===== src/design/twmr_pkg.sv =====
package twmr_pkg;

    // ****************************************************************
    // Register map, byte addresses on the Avalon-MM slave.
    // ****************************************************************
    localparam logic [3:0] OFS_CTRL = 4'h0;
    localparam logic [3:0] OFS_STAT = 4'h4;
    localparam logic [3:0] OFS_DATA = 4'h8;
    localparam logic [3:0] OFS_OWN  = 4'hC;

    // ****************************************************************
    // Field positions of the control register, and the general-call enable bit of the own-address register.
    // ****************************************************************
    localparam int CB_FLAG = 7;
    localparam int CB_EA   = 6;
    localparam int CB_STA  = 5;
    localparam int CB_STO  = 4;
    localparam int CB_WC   = 3;
    localparam int CB_EN   = 2;
    localparam int CB_IE   = 0;
    localparam int OB_GCE  = 0;

    // ****************************************************************
    // Status codes, and the general-call address.
    // ****************************************************************
    localparam logic [7:0] SC_START   = 8'h08;
    localparam logic [7:0] SC_RSTART  = 8'h10;
    localparam logic [7:0] SC_MT_AACK = 8'h18;
    localparam logic [7:0] SC_MT_ANAK = 8'h20;
    localparam logic [7:0] SC_MT_DACK = 8'h28;
    localparam logic [7:0] SC_MT_DNAK = 8'h30;
    localparam logic [7:0] SC_ARB     = 8'h38;
    localparam logic [7:0] SC_MR_AACK = 8'h40;
    localparam logic [7:0] SC_MR_ANAK = 8'h48;
    localparam logic [7:0] SC_MR_DACK = 8'h50;
    localparam logic [7:0] SC_MR_DNAK = 8'h58;
    localparam logic [7:0] SC_SR_OWN  = 8'h60;
    localparam logic [7:0] SC_SR_OWNA = 8'h68;
    localparam logic [7:0] SC_SR_GC   = 8'h70;
    localparam logic [7:0] SC_SR_GCA  = 8'h78;
    localparam logic [7:0] SC_ST_OWN  = 8'hA8;
    localparam logic [7:0] SC_ST_OWNA = 8'hB0;
    localparam logic [7:0] SC_NONE    = 8'hF8;
    localparam logic [7:0] GC_ADDR    = 8'h00;

    // ****************************************************************
    // Bus timing: half a bit period at the system clock rate.
    // ****************************************************************
    localparam int         CLK_NS    = 100;
    localparam int         HALF_NS   = 5000;
    localparam int         HALF_CYC  = (HALF_NS + CLK_NS - 1) / CLK_NS;
    localparam logic [6:0] HALF_LOAD = 7'(HALF_CYC - 1);
    localparam logic [3:0] LAST_BIT  = 4'h8;

    typedef enum logic [3:0] {
        S_IDLE, S_WAIT_FREE, S_RS_A, S_START_A, S_START_B, S_HOLD, S_BIT_L,
        S_BIT_H, S_STOP_A, S_STOP_B, S_STOP_C, S_SL_A, S_SL_B, S_SL_HOLD
    } twmr_st_e;

    typedef struct packed {
        twmr_st_e   st;
        logic [6:0] cnt;
        logic [3:0] bits;
        logic [8:0] tx;
        logic [8:0] rx;
        logic       flag;
        logic       ea;
        logic       sta;
        logic       sto;
        logic       wc;
        logic       en;
        logic       ie;
        logic [7:0] status;
        logic [1:0] presc;
        logic [7:0] data;
        logic [7:0] own;
        logic       master;
        logic       rs;
        logic       rd_mode;
        logic       addr_ph;
        logic       arb;
        logic       scl_oe;
        logic       sda_oe;
        logic       sl_on;
        logic [3:0] sl_cnt;
        logic [7:0] sl_sh;
        logic       ack;
        logic [7:0] rdata;
    } twmr_core_s;

endpackage


===== src/design/twmr_top.sv =====
// Decided for this implementation: register access over Avalon-MM and the address map.
`timescale 1ns/100ps
`default_nettype none
module twmr_top
    import twmr_pkg::*;
(
    input  wire logic        clock,
    input  wire logic        nrst,
    input  wire logic [3:0]  avs_address,
    input  wire logic        avs_read,
    input  wire logic        avs_write,
    input  wire logic [31:0] avs_writedata,
    input  wire logic [3:0]  avs_byteenable,
    output logic [31:0]      avs_readdata,
    output logic             avs_waitrequest,
    input  wire logic        scl_i,
    output logic             scl_o,
    output logic             scl_oe,
    input  wire logic        sda_i,
    output logic             sda_o,
    output logic             sda_oe
);

    twmr_core_s q;
    twmr_core_s d;
    logic [1:0] pins_s;
    logic       bus_scl;
    logic       bus_sda;
    logic       start_det;
    logic       stop_det;
    logic       busy;
    logic       scl_rise;
    logic       scl_fall;
    logic       wr;
    logic       tick;
    logic       chk;
    logic       gc_hit;
    logic       own_hit;
    logic [7:0] wd;

    // ****************************************************************
    // Pin synchronisers and bus monitor.
    // ****************************************************************
    twmr_sync #(.W(2)) u_sync (
        .clock (clock),
        .nrst  (nrst),
        .din   ({scl_i, sda_i}),
        .dout  (pins_s)
    );

    assign bus_scl = pins_s[1];
    assign bus_sda = pins_s[0];

    twmr_busmon u_mon (
        .clock     (clock),
        .nrst      (nrst),
        .scl_s     (bus_scl),
        .sda_s     (bus_sda),
        .start_det (start_det),
        .stop_det  (stop_det),
        .busy      (busy),
        .scl_rise  (scl_rise),
        .scl_fall  (scl_fall)
    );

    // ****************************************************************
    // Next-state logic.
    // ****************************************************************
    always_comb begin
        d       = q;
        wd      = avs_writedata[7:0];
        wr      = avs_write & q.ack & avs_byteenable[0];
        tick    = (q.cnt == 7'h00);
        chk     = (q.addr_ph | ~q.rd_mode) ? (q.bits != LAST_BIT) : (q.bits == LAST_BIT);
        own_hit = (q.sl_sh[7:1] == q.own[7:1]);
        gc_hit  = (q.sl_sh == GC_ADDR) & q.own[OB_GCE];
        d.ack   = (avs_read | avs_write) & ~q.ack;
        d.cnt   = tick ? 7'h00 : q.cnt - 7'h01;

        // Read data is captured in the cycle before the answer.
        if (avs_read & ~q.ack) begin
            case (avs_address)
                OFS_CTRL: d.rdata = {q.flag, q.ea, q.sta, q.sto, q.wc, q.en, 1'b0, q.ie};
                OFS_STAT: d.rdata = {q.status[7:3], 1'b0, q.presc};
                OFS_DATA: d.rdata = q.data;
                OFS_OWN:  d.rdata = q.own;
                default:  d.rdata = 8'h00;
            endcase
        end

        if (wr) begin
            case (avs_address)
                OFS_CTRL: begin
                    if (wd[CB_FLAG]) begin
                        d.flag = 1'b0;
                    end
                    d.ea  = wd[CB_EA];
                    d.sta = wd[CB_STA];
                    d.sto = wd[CB_STO];
                    d.en  = wd[CB_EN];
                    d.ie  = wd[CB_IE];
                end
                OFS_STAT: d.presc = wd[1:0];
                OFS_DATA: begin
                    if (q.flag) begin
                        d.data = wd;
                        d.wc   = 1'b0;
                    end else begin
                        d.wc = 1'b1;
                    end
                end
                OFS_OWN:  d.own = wd;
                default:  ;
            endcase
        end

        // ************************************************************
        // Address watcher for slave recognition.
        // ************************************************************
        if (start_det) begin
            d.sl_on  = 1'b1;
            d.sl_cnt = 4'h0;
        end else if (stop_det) begin
            d.sl_on = 1'b0;
        end else if (q.sl_on && q.sl_cnt == LAST_BIT) begin
            d.sl_on = 1'b0;
            if (!q.master && q.en && q.ea && (own_hit || gc_hit) &&
                (q.st == S_IDLE || q.st == S_WAIT_FREE)) begin
                d.st = S_SL_A;
            end
        end else if (q.sl_on && scl_rise) begin
            d.sl_sh  = {q.sl_sh[6:0], bus_sda};
            d.sl_cnt = q.sl_cnt + 4'h1;
        end

        // ************************************************************
        // Bus engine.
        // ************************************************************
        case (q.st)
            S_IDLE: begin
                d.scl_oe = 1'b0;
                d.sda_oe = 1'b0;
                if (q.en && q.sta && !q.flag && d.st == S_IDLE) begin
                    d.st  = S_WAIT_FREE;
                    d.arb = 1'b0;
                end
            end
            S_WAIT_FREE: begin
                if (!busy && d.st == S_WAIT_FREE) begin
                    d.st  = S_START_A;
                    d.cnt = HALF_LOAD;
                    d.rs  = 1'b0;
                end
            end
            S_RS_A: begin
                d.sda_oe = 1'b0;
                if (tick) begin
                    d.st     = S_START_A;
                    d.cnt    = HALF_LOAD;
                    d.rs     = 1'b1;
                    d.scl_oe = 1'b0;
                end
            end
            S_START_A: begin
                d.scl_oe = 1'b0;
                if (!bus_scl) begin
                    d.cnt = HALF_LOAD;
                end else if (tick) begin
                    d.sda_oe = 1'b1;
                    d.st     = S_START_B;
                    d.cnt    = HALF_LOAD;
                end
            end
            S_START_B: begin
                if (tick) begin
                    d.scl_oe = 1'b1;
                    d.master = 1'b1;
                    d.flag   = 1'b1;
                    d.status = q.rs ? SC_RSTART : SC_START;
                    d.st     = S_HOLD;
                end
            end
            S_HOLD: begin
                d.scl_oe = 1'b1;
                if (!q.flag) begin
                    d.cnt = HALF_LOAD;
                    if (q.sto) begin
                        d.st     = S_STOP_A;
                        d.sda_oe = 1'b1;
                    end else if (q.sta) begin
                        d.st = S_RS_A;
                    end else begin
                        d.bits = 4'h0;
                        d.st   = S_BIT_L;
                        if (q.status == SC_START || q.status == SC_RSTART) begin
                            d.tx      = {q.data, 1'b1};
                            d.addr_ph = 1'b1;
                            d.rd_mode = q.data[0];
                        end else if (q.rd_mode) begin
                            d.tx = {8'hFF, ~q.ea};
                        end else begin
                            d.tx = {q.data, 1'b1};
                        end
                    end
                end
            end
            S_BIT_L: begin
                d.scl_oe = 1'b1;
                d.sda_oe = ~q.tx[8];
                if (tick) begin
                    d.scl_oe = 1'b0;
                    d.st     = S_BIT_H;
                    d.cnt    = HALF_LOAD;
                end
            end
            S_BIT_H: begin
                if (!bus_scl) begin
                    d.cnt = HALF_LOAD;
                end else if (tick) begin
                    d.rx     = {q.rx[7:0], bus_sda};
                    d.tx     = {q.tx[7:0], 1'b1};
                    d.bits   = q.bits + 4'h1;
                    d.scl_oe = 1'b1;
                    if (q.tx[8] && !bus_sda && chk) begin
                        d.scl_oe = 1'b0;
                        d.sda_oe = 1'b0;
                        d.master = 1'b0;
                        d.arb    = 1'b1;
                        d.flag   = 1'b1;
                        d.status = SC_ARB;
                        d.st     = S_IDLE;
                    end else if (q.bits == LAST_BIT) begin
                        d.flag    = 1'b1;
                        d.st      = S_HOLD;
                        d.addr_ph = 1'b0;
                        if (q.addr_ph) begin
                            if (q.rd_mode) begin
                                d.status = bus_sda ? SC_MR_ANAK : SC_MR_AACK;
                            end else begin
                                d.status = bus_sda ? SC_MT_ANAK : SC_MT_AACK;
                            end
                        end else if (q.rd_mode) begin
                            d.data   = q.rx[7:0];
                            d.status = bus_sda ? SC_MR_DNAK : SC_MR_DACK;
                        end else begin
                            d.status = bus_sda ? SC_MT_DNAK : SC_MT_DACK;
                        end
                    end else begin
                        d.st  = S_BIT_L;
                        d.cnt = HALF_LOAD;
                    end
                end
            end
            S_STOP_A: begin
                d.sda_oe = 1'b1;
                if (tick) begin
                    d.scl_oe = 1'b0;
                    d.st     = S_STOP_B;
                    d.cnt    = HALF_LOAD;
                end
            end
            S_STOP_B: begin
                if (!bus_scl) begin
                    d.cnt = HALF_LOAD;
                end else if (tick) begin
                    d.sda_oe = 1'b0;
                    d.st     = S_STOP_C;
                    d.cnt    = HALF_LOAD;
                end
            end
            S_STOP_C: begin
                if (tick) begin
                    d.sto    = 1'b0;
                    d.master = 1'b0;
                    d.status = SC_NONE;
                    d.st     = S_IDLE;
                end
            end
            S_SL_A: begin
                if (scl_fall) begin
                    d.sda_oe = 1'b1;
                    d.st     = S_SL_B;
                end
            end
            S_SL_B: begin
                if (scl_fall) begin
                    d.scl_oe = 1'b1;
                    d.flag   = 1'b1;
                    d.arb    = 1'b0;
                    d.st     = S_SL_HOLD;
                    if (q.sl_sh == GC_ADDR) begin
                        d.status = q.arb ? SC_SR_GCA : SC_SR_GC;
                    end else if (q.sl_sh[0]) begin
                        d.status = q.arb ? SC_ST_OWNA : SC_ST_OWN;
                    end else begin
                        d.status = q.arb ? SC_SR_OWNA : SC_SR_OWN;
                    end
                end
            end
            S_SL_HOLD: begin
                if (!q.flag) begin
                    d.sda_oe = 1'b0;
                    d.status = SC_NONE;
                    d.st     = S_IDLE;
                end
            end
            default: begin
                d.st = S_IDLE;
            end
        endcase

        if (!q.en) begin
            d.st     = S_IDLE;
            d.scl_oe = 1'b0;
            d.sda_oe = 1'b0;
            d.master = 1'b0;
        end
    end

    // ****************************************************************
    // State register.
    // ****************************************************************
    always_ff @(posedge clock) begin
        if (!nrst) begin
            q        <= '0;
            q.st     <= S_IDLE;
            q.status <= SC_NONE;
            q.tx     <= 9'h1FF;
        end else begin
            q <= d;
        end
    end

    // ****************************************************************
    // Outputs. Pins are open drain: only the enables toggle.
    // ****************************************************************
    assign avs_readdata    = {24'h000000, q.rdata};
    assign avs_waitrequest = (avs_read | avs_write) & ~q.ack;
    assign scl_o           = 1'b0;
    assign sda_o           = 1'b0;
    assign scl_oe          = q.scl_oe;
    assign sda_oe          = q.sda_oe;

endmodule
`default_nettype wire


===== src/design/twmr_sync.sv =====
`timescale 1ns/100ps
`default_nettype none
module twmr_sync #(
    parameter int W = 2
) (
    input  wire logic         clock,
    input  wire logic         nrst,
    input  wire logic [W-1:0] din,
    output logic [W-1:0]      dout
);

    typedef struct packed {
        logic [W-1:0] s2;
        logic [W-1:0] s1;
    } twmr_sync_s;

    twmr_sync_s q;
    twmr_sync_s d;

    // ****************************************************************
    // Two flops; the first is read only by the second.
    // ****************************************************************
    always_comb begin
        d.s1 = din;
        d.s2 = q.s1;
    end

    always_ff @(posedge clock) begin
        if (!nrst) begin
            q <= '1;
        end else begin
            q <= d;
        end
    end

    assign dout = q.s2;

endmodule
`default_nettype wire


===== src/design/twmr_busmon.sv =====
`timescale 1ns/100ps
`default_nettype none
module twmr_busmon
    import twmr_pkg::*;
(
    input  wire logic clock,
    input  wire logic nrst,
    input  wire logic scl_s,
    input  wire logic sda_s,
    output logic      start_det,
    output logic      stop_det,
    output logic      busy,
    output logic      scl_rise,
    output logic      scl_fall
);

    typedef struct packed {
        logic scl;
        logic sda;
        logic busy;
    } twmr_mon_s;

    twmr_mon_s q;
    twmr_mon_s d;

    // ****************************************************************
    // START, STOP and clock edges from the synchronised lines.
    // ****************************************************************
    always_comb begin
        start_det = q.scl & scl_s & q.sda & ~sda_s;
        stop_det  = q.scl & scl_s & ~q.sda & sda_s;
        scl_rise  = ~q.scl & scl_s;
        scl_fall  = q.scl & ~scl_s;
        d.scl     = scl_s;
        d.sda     = sda_s;
        d.busy    = q.busy;
        if (start_det) begin
            d.busy = 1'b1;
        end else if (stop_det) begin
            d.busy = 1'b0;
        end
    end

    always_ff @(posedge clock) begin
        if (!nrst) begin
            q <= '{scl: 1'b1, sda: 1'b1, busy: 1'b0};
        end else begin
            q <= d;
        end
    end

    assign busy = q.busy;

endmodule
`default_nettype wire


===== config.mk =====
export PLATFORM = sky130hd
export DESIGN_NAME = twmr_top
export DESIGN_NICKNAME = d
export VERILOG_FILES = /design/src/design/twmr_pkg.sv /design/src/design/twmr_top.sv /design/src/design/twmr_sync.sv /design/src/design/twmr_busmon.sv
export SDC_FILE = /design/constraint.sdc
export NUM_CORES = 1
export LEC_CHECK = 0
export BUFFER_PORTS_ARGS = -buffer_cell sky130_fd_sc_hd__buf_2
export CAP_MARGIN = 20
export CORE_MARGIN = 4
export CORE_UTILIZATION = 54
export CTS_BUF_LIST = sky130_fd_sc_hd__clkbuf_4
export DETAILED_ROUTE_END_ITERATION = 6
export PLACE_DENSITY = 0.79
export REMOVE_ABC_BUFFERS = 1
export SLEW_MARGIN = 5
export SYNTH_ARGS = -nofsm -noshare
export SYNTH_HDL_FRONTEND = slang
export SYNTH_SLANG_ARGS = --single-unit

===== constraint.sdc =====
create_clock -name clock -period 2.5 [get_ports clock]
set_clock_uncertainty 0.05 [all_clocks]
set_input_delay 0.25 -clock clock [delete_from_list [all_inputs] [get_ports clock]]
set_output_delay 0.25 -clock clock [all_outputs]
set_load 0.005 [all_outputs]

==> results.cfg, run 1 <==
[worst_setup_path]
max_stage_delay_ns = 0.51
arrival_ns = 2.68
crit_buf_inv = 5
r2r_end = q[51]
cp_cell_sequence = inv_2, ha_4, or4b_4, nor3_4, buf_6, buf_12, nor2_1, a211oi_2, buf_4, buf_6, nand2b_1, nand3_1
path_max_fanout = 7
slowest_stage = or4b_4
crit_type = reg -> reg
crit_start = q[84]
cp-start-kind = flop
crit_top_cell = buf_6
r2r_cells = 12
rrSetupSlack_ns = 0.08
required_ns = 2.76
timing.rr.start = q[84]
critPathTopFamily = simple AND/OR/NAND/NOR gates
crit_path_end_kind = flop

[global_route]
antenna_found_initial = 0
grt_pass1_vias = 4665
grt_max_degree = 88
grt_pass1_wl_um = 23520
grt_usage_pct = 24.71
overflow = 0

[floorplan]
row_count = 37
core_region_area_mm2 = 0.01028
dieArea_mm2 = 0.01219
die_w_um = 110.4
start_util_pct = 55.09
die_h_um = 110.4
io_pins = 83

[clocking]
cts_buffers = 9
cts.sinks = 98
path_clk_slew_ns = 0.15
htree_levels = 3
root_buffer = clkbuf_4
cts_tree = built
clock_latency_ns = 0.45
clock_path_buffers = 2

[run_status]
status = complete, no violations

[power_and_ir_drop]
switching_power_uw = 634.1
ir_worst_vdd_mv = 0.3054
combinationalPowerShare_pct = 5.0
internal_power_uw = 2029
power_leakage_uw = 0.002641
clkPwrFrac_pct = 35.7
switching_share_pct = 23.81
power_density_mw_per_mm2 = 425.3
p_seq_share_pct = 59.3

[synthesis]
synth_flop_cell = dfxtp_1
synth.ff_latch_count = 98
synth.area.top_cells = dfxtp_1 (35%), mux2i_1 (6.2%), nor2b_1 (4.9%)
synth-async-reset-ratio_pct = 0
synthCells = 692
synth_edf_count = 0
seq_area_frac_synth_pct = 34.65
synthDistinctLibCells = 69
netlist_area_mm2 = 0.005662
syn_area_per_cell_um2 = 8.182
yosysTopAreaCell = dfxtp_1
synth_top_area_share_pct = 34.65
ys.warnings.count = 0

[final_layout]
areaGrowthSynthToFinish_pct = 10.61
layout-drive-gt1-share_pct = 15.98
stdcell_count = 869
final_nets = 783
final_core_util_pct = 60.93
fin_area_mm2 = 0.006262

[sta]
hold_viol = 0
max_slew.worst_pin.slew_ns = 0.7802
rsz0062_at_grt = yes
setup-tns-final_ns = 0
finalCritPeriodShare_pct = 96.70
setup_viol = 0
relSlewSlack_pct = 47.59
max_freq_mhz = 413.6
report.final.slew_viol_count = 0
fin_crit_ns = 2.418

[detailed_routing]
dr_total_vias = 5112
antenna_left = 0
viasPerCell = 5.883
post_drt_wl_per_cell_um = 17.15
wirelength_um = 14900
firstDrtPassIters = 6
drcViolationCount = 0
drt_iter0_markers = 379

[place]
globalplace.congestion = 0.9689
placed_cell_area_mm2 = 0.005984
dp_hpwl_um = 11100
io_buffers = 29
dp.cells = 847

[hold_path]
hp-class = in -> reg
hp-start = avs_writedata[6]
hold_end = q[35]
worstHoldPathCells = 3

[job]
maxCapViolCount = 0
-- layer usage --
metal | share of wire, % | routed length (µm) | vias up | GRT usage [%]
met5 | 0 | 0 | - | 0
met4 | 2.2 | 331 | 0 | 7.828
met3 | 6.9 | 1023 | 27 | 3.669
met2 | 47 | 6935 | 208 | 38.99
met1 | 44 | 6610 | 2410 | 34.82
li1 | - | - | 2467 | -
-- through the flow --
| stage | setup WS (ns) | hold WS (ns) | power, µW |
|---|---|---|---|
| floorplan | -1.281 | 0.2619 | 1673 |
| global placement | 0.03201 | 0.3478 | 1734 |
| detailed placement | 0.007104 | 0.3469 | 1737 |
| CTS | 0.01323 | 0.006714 | 2685 |
| global route | -0.009909 | 0.01428 | 2763 |
| finish | 0.08249 | 0.04659 | 2663 |
-- worst max path at each step --
stage | to | slack (ns) | cells after the start
finish | q[51] | 0.08 | 12
CTS | sda_oe | 0.01 | 9
detailed placement | sda_oe | 0.007 | 9
floorplan | q[24] | -1.28 | 6
global placement | q[40] | 0.03 | 8
global route | q[53] | -0.01 | 11
-- synthesized netlist by cell type, types with 3 or more instances --
master,count
inv_1,14
clkbuf_1,35
a21oi_1,39
nand2b_1,19
ha_1,9
nor4_1,7
nor2_1,54
mux4_2,6
and2_1,13
buf_1,6
a22oi_1,13
xor2_1,10
nor2b_1,44
o211ai_1,13
a32oi_1,3
nand3_1,17
mux2i_1,35
nand2_1,68
buf_4,34
a31oi_1,8
or4_1,3
o21a_1,5
o31ai_1,4
or3_1,6
a21boi_0,12
dfxtp_1,98
o22ai_1,8
o21ai_0,39
xnor2_1,6
nand3b_1,4
nor3_1,15
-- layout make-up --
class                   count  area, µm²
well taps                 136      170.2
clock inverters             6      87.58
clock buffers               9      67.56
multi-input cells         527       3368
repair buffers             77      545.5
inverters                  15      56.30
flip-flops and latches     98       1964
diodes                      1      2.502
fillers                   901       4015
-- sequential cells by signal (all words and copies together), names as in the netlist --
register and flops:
u_sync.dout 2, u_mon.busy 1, scl_oe 1, u_mon.q 2, sda_oe 1, u_sync.d 2
q 81, avs_readdata 8
-- cell families (layout without fill, tap and decap cells) --
kind of cell / after synthesis / in the layout / share of synthesized area, %
AOI/OAI and AO/OA: 169 / 169 / 19.36
xor gates and xnor gates: 16 / 16 / 2.475
adders and majority gates: 9 / 9 / 1.989
buffers and inverters: 92 / 107 / 8.508
DFF: 98 / 98 / 34.65
muxes: 42 / 42 / 8.774
other: 1 / 27 / 0.06623
and+or+nand+nor: 265 / 265 / 24.18
-- cell usage in the layout, fill, tap and decap left out, types with 3 or more instances in the layout --
master	instances
ha_1	8
o22ai_1	8
a32oi_1	3
a21oi_1	37
o21ai_1	3
mux4_2	6
and2_1	13
a21boi_0	11
mux2i_1	35
nor3_1	14
nand2_1	68
buf_2	29
dfxtp_1	96
nor2b_1	44
a31oi_1	7
nand3b_1	4
a22oi_1	13
inv_1	12
clkbuf_4	9
nor2_1	54
nor4_1	6
o31ai_1	4
buf_4	41
nand3_1	17
o211ai_1	13
nand2b_1	19
xnor2_1	6
dlygate4sd3_1	3
xor2_1	10
o21ai_0	38
o21a_1	5
conb_1	26
or3_1	6
-- worst reg2reg max path: stages, from the launching register on --
cell and delay, ns:
dfxtp_2 0.35, inv_2 0.06, ha_4 0.12, or4b_4 0.51
nor3_4 0.23, buf_6 0.16, buf_12 0.11, nor2_1 0.04
a211oi_2 0.21, buf_4 0.19, buf_6 0.10, nand2b_1 0.09
nand3_1 0.07
-- repair_timing --
| action | CTS | global route |
|---|---|---|
| hold buffers | 3 | 0 |
| hold endpoints to repair | 3 | 0 |
| buffers inserted | 1 | 2 |
| pin swaps | 1 | 6 |
| setup endpoints to repair | 2 | 7 |
| resized for setup | 2 | 15 |
-- power groups by stage --
stage,clock network [µW],logic (µW),registers (µW)
3_5_place_dp,0,124,1610
2_1_floorplan,0,61.8,1610
3_3_place_gp,0,121,1610
5_1_grt,1030,147,1580
4_1_cts,976,129,1580
6_report,951,133,1580
Power figures use the tool's default switching activity.
==> run 2, diff against run 1 <==
SETUP_SLACK_MARGIN = 0.3   (was unset)
==> results.cfg, run 2 (synthesis results as in run 1) <==
[clocking]
root_buffer = clkbuf_4
path_clk_slew_ns = 0.15
cts_tree = built
clock_latency_ns = 0.46
clock_path_buffers = 2
cts_buffers = 9
htree_levels = 3
cts.sinks = 98

[detailed_routing]
dr_total_vias = 5252
drt_iter0_markers = 495
wirelength_um = 16000
viasPerCell = 5.948
post_drt_wl_per_cell_um = 18.12
drcViolationCount = 0
firstDrtPassIters = 5
antenna_left = 0

[worst_setup_path]
crit_path_end_kind = flop
slowest_stage = or4b_4
timing.rr.start = q[84]
required_ns = 2.85
crit_type = reg -> reg
path_max_fanout = 8
max_stage_delay_ns = 0.51
cp-start-kind = flop
arrival_ns = 2.95
r2r_end = q[37]
critPathTopFamily = simple AND/OR/NAND/NOR gates
rrSetupSlack_ns = -0.10
r2r_cells = 10
cp_cell_sequence = inv_2, ha_4, or4b_4, or4_4, nor4_4, buf_4, clkbuf_16, nand2_2, o21ai_1, and2_1
crit_buf_inv = 3

[final_layout]
largest_register = q
final_cell_mix = dfxtp_1 (96), nand2_1 (50), nor2_1 (49), nor2b_1 (44), buf_4 (40)
mostFrequentLayoutCell = dfxtp_1
largest_reg_flops = 81
layout-drive-gt1-share_pct = 23.73
areaGrowthSynthToFinish_pct = 17.79
final_nets = 797

[sta]
finalCritPeriodShare_pct = 104.0
rsz0062_at_grt = yes
relSlewSlack_pct = 47.28
fin_crit_ns = 2.600
report.final.slew_viol_count = 0
setup_ws_ns = -0.1002
max_slew.worst_pin.slew_ns = 0.7848
max_freq_mhz = 384.6
hold_viol = 0
setup-tns-final_ns = -0.2685
setup_viol = 8

[global_route]
overflow = 0
grt_pass1_wl_um = 24010
antenna_found_initial = 0
grt_pass1_vias = 4781
grt_usage_pct = 25.17
grt_max_degree = 88

[floorplan]
dieArea_mm2 = 0.01219
io_pins = 83
row_count = 37
core_region_area_mm2 = 0.01028
die_w_um = 110.4
start_util_pct = 55.09
die_h_um = 110.4

[power_and_ir_drop]
power_density_mw_per_mm2 = 400.6
total_power_uw = 2671
power_leakage_uw = 0.002807
ir_worst_vdd_mv = 0.3082

[job]
maxCapViolCount = 0

[place]
io_buffers = 29
dp_hpwl_um = 11100
globalplace.congestion = 0.9689

[run_status]
violations = negative setup slack
status = finished, violations left

[hold_path]
hold_end = q[35]
worstHoldPathCells = 3
hp-start = avs_writedata[6]
hp-class = in -> reg
-- run 2: changes by cell type in the layout (fill, tap and decap cells not counted), moves of 2 or more --
cell,previous run,this run
nor2_4,0,2
nand2_2,0,15
o21ai_0,38,22
nor2_1,54,49
nor3_1,14,12
nand2_4,0,3
nor4bb_1,2,0
nor2_2,0,3
o21ai_1,3,10
buf_6,2,14
nand2_1,68,50
a21oi_1,37,35
o21ai_2,0,9
-- run 2: worst max-delay path by stage --
stage | startpoint | endpoint | slack (ns) | cells past startpoint
4_1_cts | q[84] | sda_oe | 0.07 | 9
6_report | q[84] | q[37] | -0.10 | 10
2_1_floorplan | q[91] | q[24] | -1.28 | 6
5_1_grt | q[84] | q[37] | -0.15 | 10
3_3_place_gp | q[84] | q[40] | 0.03 | 8
3_5_place_dp | q[84] | sda_oe | 0.007 | 9
-- run 2: final cells by class --
type / count / area (µm²)
timing repair buffer: 91 / 718.2
clock buffer: 9 / 67.56
multi-input combinational: 527 / 3602
clock inverter: 6 / 87.58
sequential: 98 / 1964
inverter: 15 / 56.30
antenna: 1 / 2.502
fill: 842 / 3608
tap: 136 / 170.2
-- run 2: layer usage --
metal	up-vias	share of wire (%)	global-route usage [%]
met5	-	0	0
met4	0	2.4	8.355
met3	36	6.9	3.786
met2	225	48	40.03
met1	2503	43	35.01
li1	2488	-	-
-- run 2: tightest hold or removal path, delay by kind of cell --
kind / cells / cell delay, ns
buf+inv: 1 / 0.11
mux: 1 / 0.07
simple gates: 1 / 0.09
-- run 2: timing repair --
action / in CTS / in global routing
buffers inserted: 7 / 5
cloned: 4 / 1
hold buffers: 3 / 0
setup endpoints to repair: 36 / 52
resized for setup: 42 / 67
pin swaps: 6 / 32
endpoints found under the hold margin: 3 / 0
-- run 2: through the flow --
| step | area (µm²) | util, % | instances | hold WS, ns | setup slack [ns] |
|---|---|---|---|---|---|
| after floorplan | 5330 | - | 640 | 0.2619 | -1.281 |
| after global placement | 5984 | 58.23 | 847 | 0.3478 | 0.03201 |
| after detailed placement | 5984 | 58.23 | 847 | 0.3469 | 0.007104 |
| after CTS | 6394 | 62.21 | 876 | 0.006714 | 0.06732 |
| after global routing | 6666 | 64.86 | 882 | 0.01346 | -0.1458 |
| final | 6669 | 64.89 | 883 | 0.04461 | -0.1002 |
-- run 2: power by group --
group	internal [µW]	switching [µW]	leakage [µW]
combinational	54.4	82.0	0.00193
sequential	1570	8.63	0.000793
clock	405	550	0.0000866
total	2030	640	0.00281
==> run 3, diff against run 2 <==
BUFFER_PORTS_ARGS = -buffer_cell sky130_fd_sc_hd__buf_4   (was -buffer_cell sky130_fd_sc_hd__buf_2)
==> results.cfg, run 3 (synthesis results as in run 1) <==
[final_layout]
largest_register = q
fin_area_mm2 = 0.006794
final_nets = 805
final_core_util_pct = 66.11
areaGrowthSynthToFinish_pct = 20.00
stdcell_count = 891
final_cell_mix = dfxtp_1 (95), buf_4 (80), nand2_1 (58), nor2_1 (51), nor2b_1 (44)
largest_reg_flops = 81
multiInputGateArea_mm2 = 0.003603
seqCellArea_mm2 = 0.001966
mostFrequentLayoutCell = dfxtp_1
diodes = 0
layout-drive-gt1-share_pct = 23.31
fillCellCount = 850

[detailed_routing]
post_drt_wl_per_cell_um = 17.49
firstDrtPassIters = 5
dr_total_vias = 5332
antenna_left = 0
viasPerCell = 5.984
wirelength_um = 15580
drt_iter0_markers = 385
drcViolationCount = 0

[job]
maxCapViolCount = 0

[clocking]
cts.sinks = 98
htree_levels = 3
cts_tree = built
clock_path_buffers = 2
path_clk_slew_ns = 0.17
clock_latency_ns = 0.47
root_buffer = clkbuf_4
cts_buffers = 9

[place]
placed_cell_area_mm2 = 0.006065
globalplace.congestion = 0.9470
dp.cells = 848
io_buffers = 29
dp_hpwl_um = 11020

[sta]
setup_viol = 0
max_slew.worst_pin.slew_ns = 0.8576
report.final.slew_viol_count = 0
max_freq_mhz = 422.8
hold_viol = 0
relSlewSlack_pct = 42.39
finalCritPeriodShare_pct = 94.61
rsz0062_at_grt = yes
fin_crit_ns = 2.365
setup-tns-final_ns = 0

[run_status]
status = complete, no violations

[worst_setup_path]
arrival_ns = 2.69
crit_type = reg -> reg
path_max_fanout = 6
crit_path_end_kind = flop
required_ns = 2.82
cp-start-kind = flop

[floorplan]
core_region_area_mm2 = 0.01028
die_h_um = 110.4
die_w_um = 110.4
row_count = 37
start_util_pct = 55.09
io_pins = 83
dieArea_mm2 = 0.01219

[global_route]
grt_max_degree = 62
antenna_found_initial = 0
grt_pass1_wl_um = 24370
grt_usage_pct = 25.48
overflow = 0
grt_pass1_vias = 4873

[power_and_ir_drop]
power_leakage_uw = 0.002813
ir_worst_vdd_mv = 0.2924
power_density_mw_per_mm2 = 403.5
total_power_uw = 2742

[hold_path]
hp-class = in -> reg
-- run 3: final timing paths --
check | startpoint | to | slack, ns | depth (start not counted)
setup / recovery | q[84] | q[91] | 0.13 | 10
setup reg to reg | q[84] | q[91] | 0.13 | 10
hold / removal | avs_writedata[5] | q[34] | 0.02 | 3
hold reg to reg | u_sync.d[2] | u_sync.dout[0] | 0.38 | 1
-- run 3: metrics by stage --
stage | setup WS, ns | hold slack [ns]
2_1_floorplan | -1.281 | 0.2619
3_5_place_dp | -0.02785 | 0.3506
6_report | 0.1347 | 0.02270
3_3_place_gp | 0.01510 | 0.3454
5_1_grt | 0.04986 | 0.007055
4_1_cts | 0.09950 | 0.003134
-- run 3: worst max-delay path: stages (launching register included) --
cell and delay, ns:
dfxtp_2 0.36, inv_2 0.06, ha_4 0.12, or4b_4 0.51, nor3_4 0.16, buf_6 0.17
buf_6 0.12, nand2_4 0.05, a32oi_1 0.20, a21oi_1 0.08, or3_1 0.39
-- run 3: cell type report --
class / instances / share of cell area, %
Inverter: 15 / 0.8287
Clock inverter: 7 / 1.602
Multi-Input combinational cell: 527 / 53.04
Tap cell: 136 / 2.505
Sequential cell: 98 / 28.93
Clock buffer: 9 / 0.9945
Timing Repair Buffer: 99 / 12.10
-- run 3: timing repair --
item | in CTS | in global routing
gates cloned | 3 | 0
gates resized for setup | 40 | 55
pin swaps | 16 | 24
hold buffers | 4 | 0
endpoints found under the setup margin | 39 | 52
buffers inserted | 7 | 13
endpoints found under the hold margin | 4 | 0
-- run 3: metal layers --
metal  up-vias  routed length (µm)  GRT usage [%]
met2       220                7426          40.99
met5         -                   0              0
li1       2504                   -              -
met3        45                1038          4.485
met1      2563                6681          34.86
met4         0                 433          8.004
-- run 3: where the power goes --
| part | internal, µW | switching (µW) | leakage (µW) |
|---|---|---|---|
| clock | 425 | 589 | 0.0000941 |
| sequential | 1570 | 8.57 | 0.000793 |
| combinational | 64.5 | 83.1 | 0.00193 |
| total | 2060 | 680 | 0.00281 |
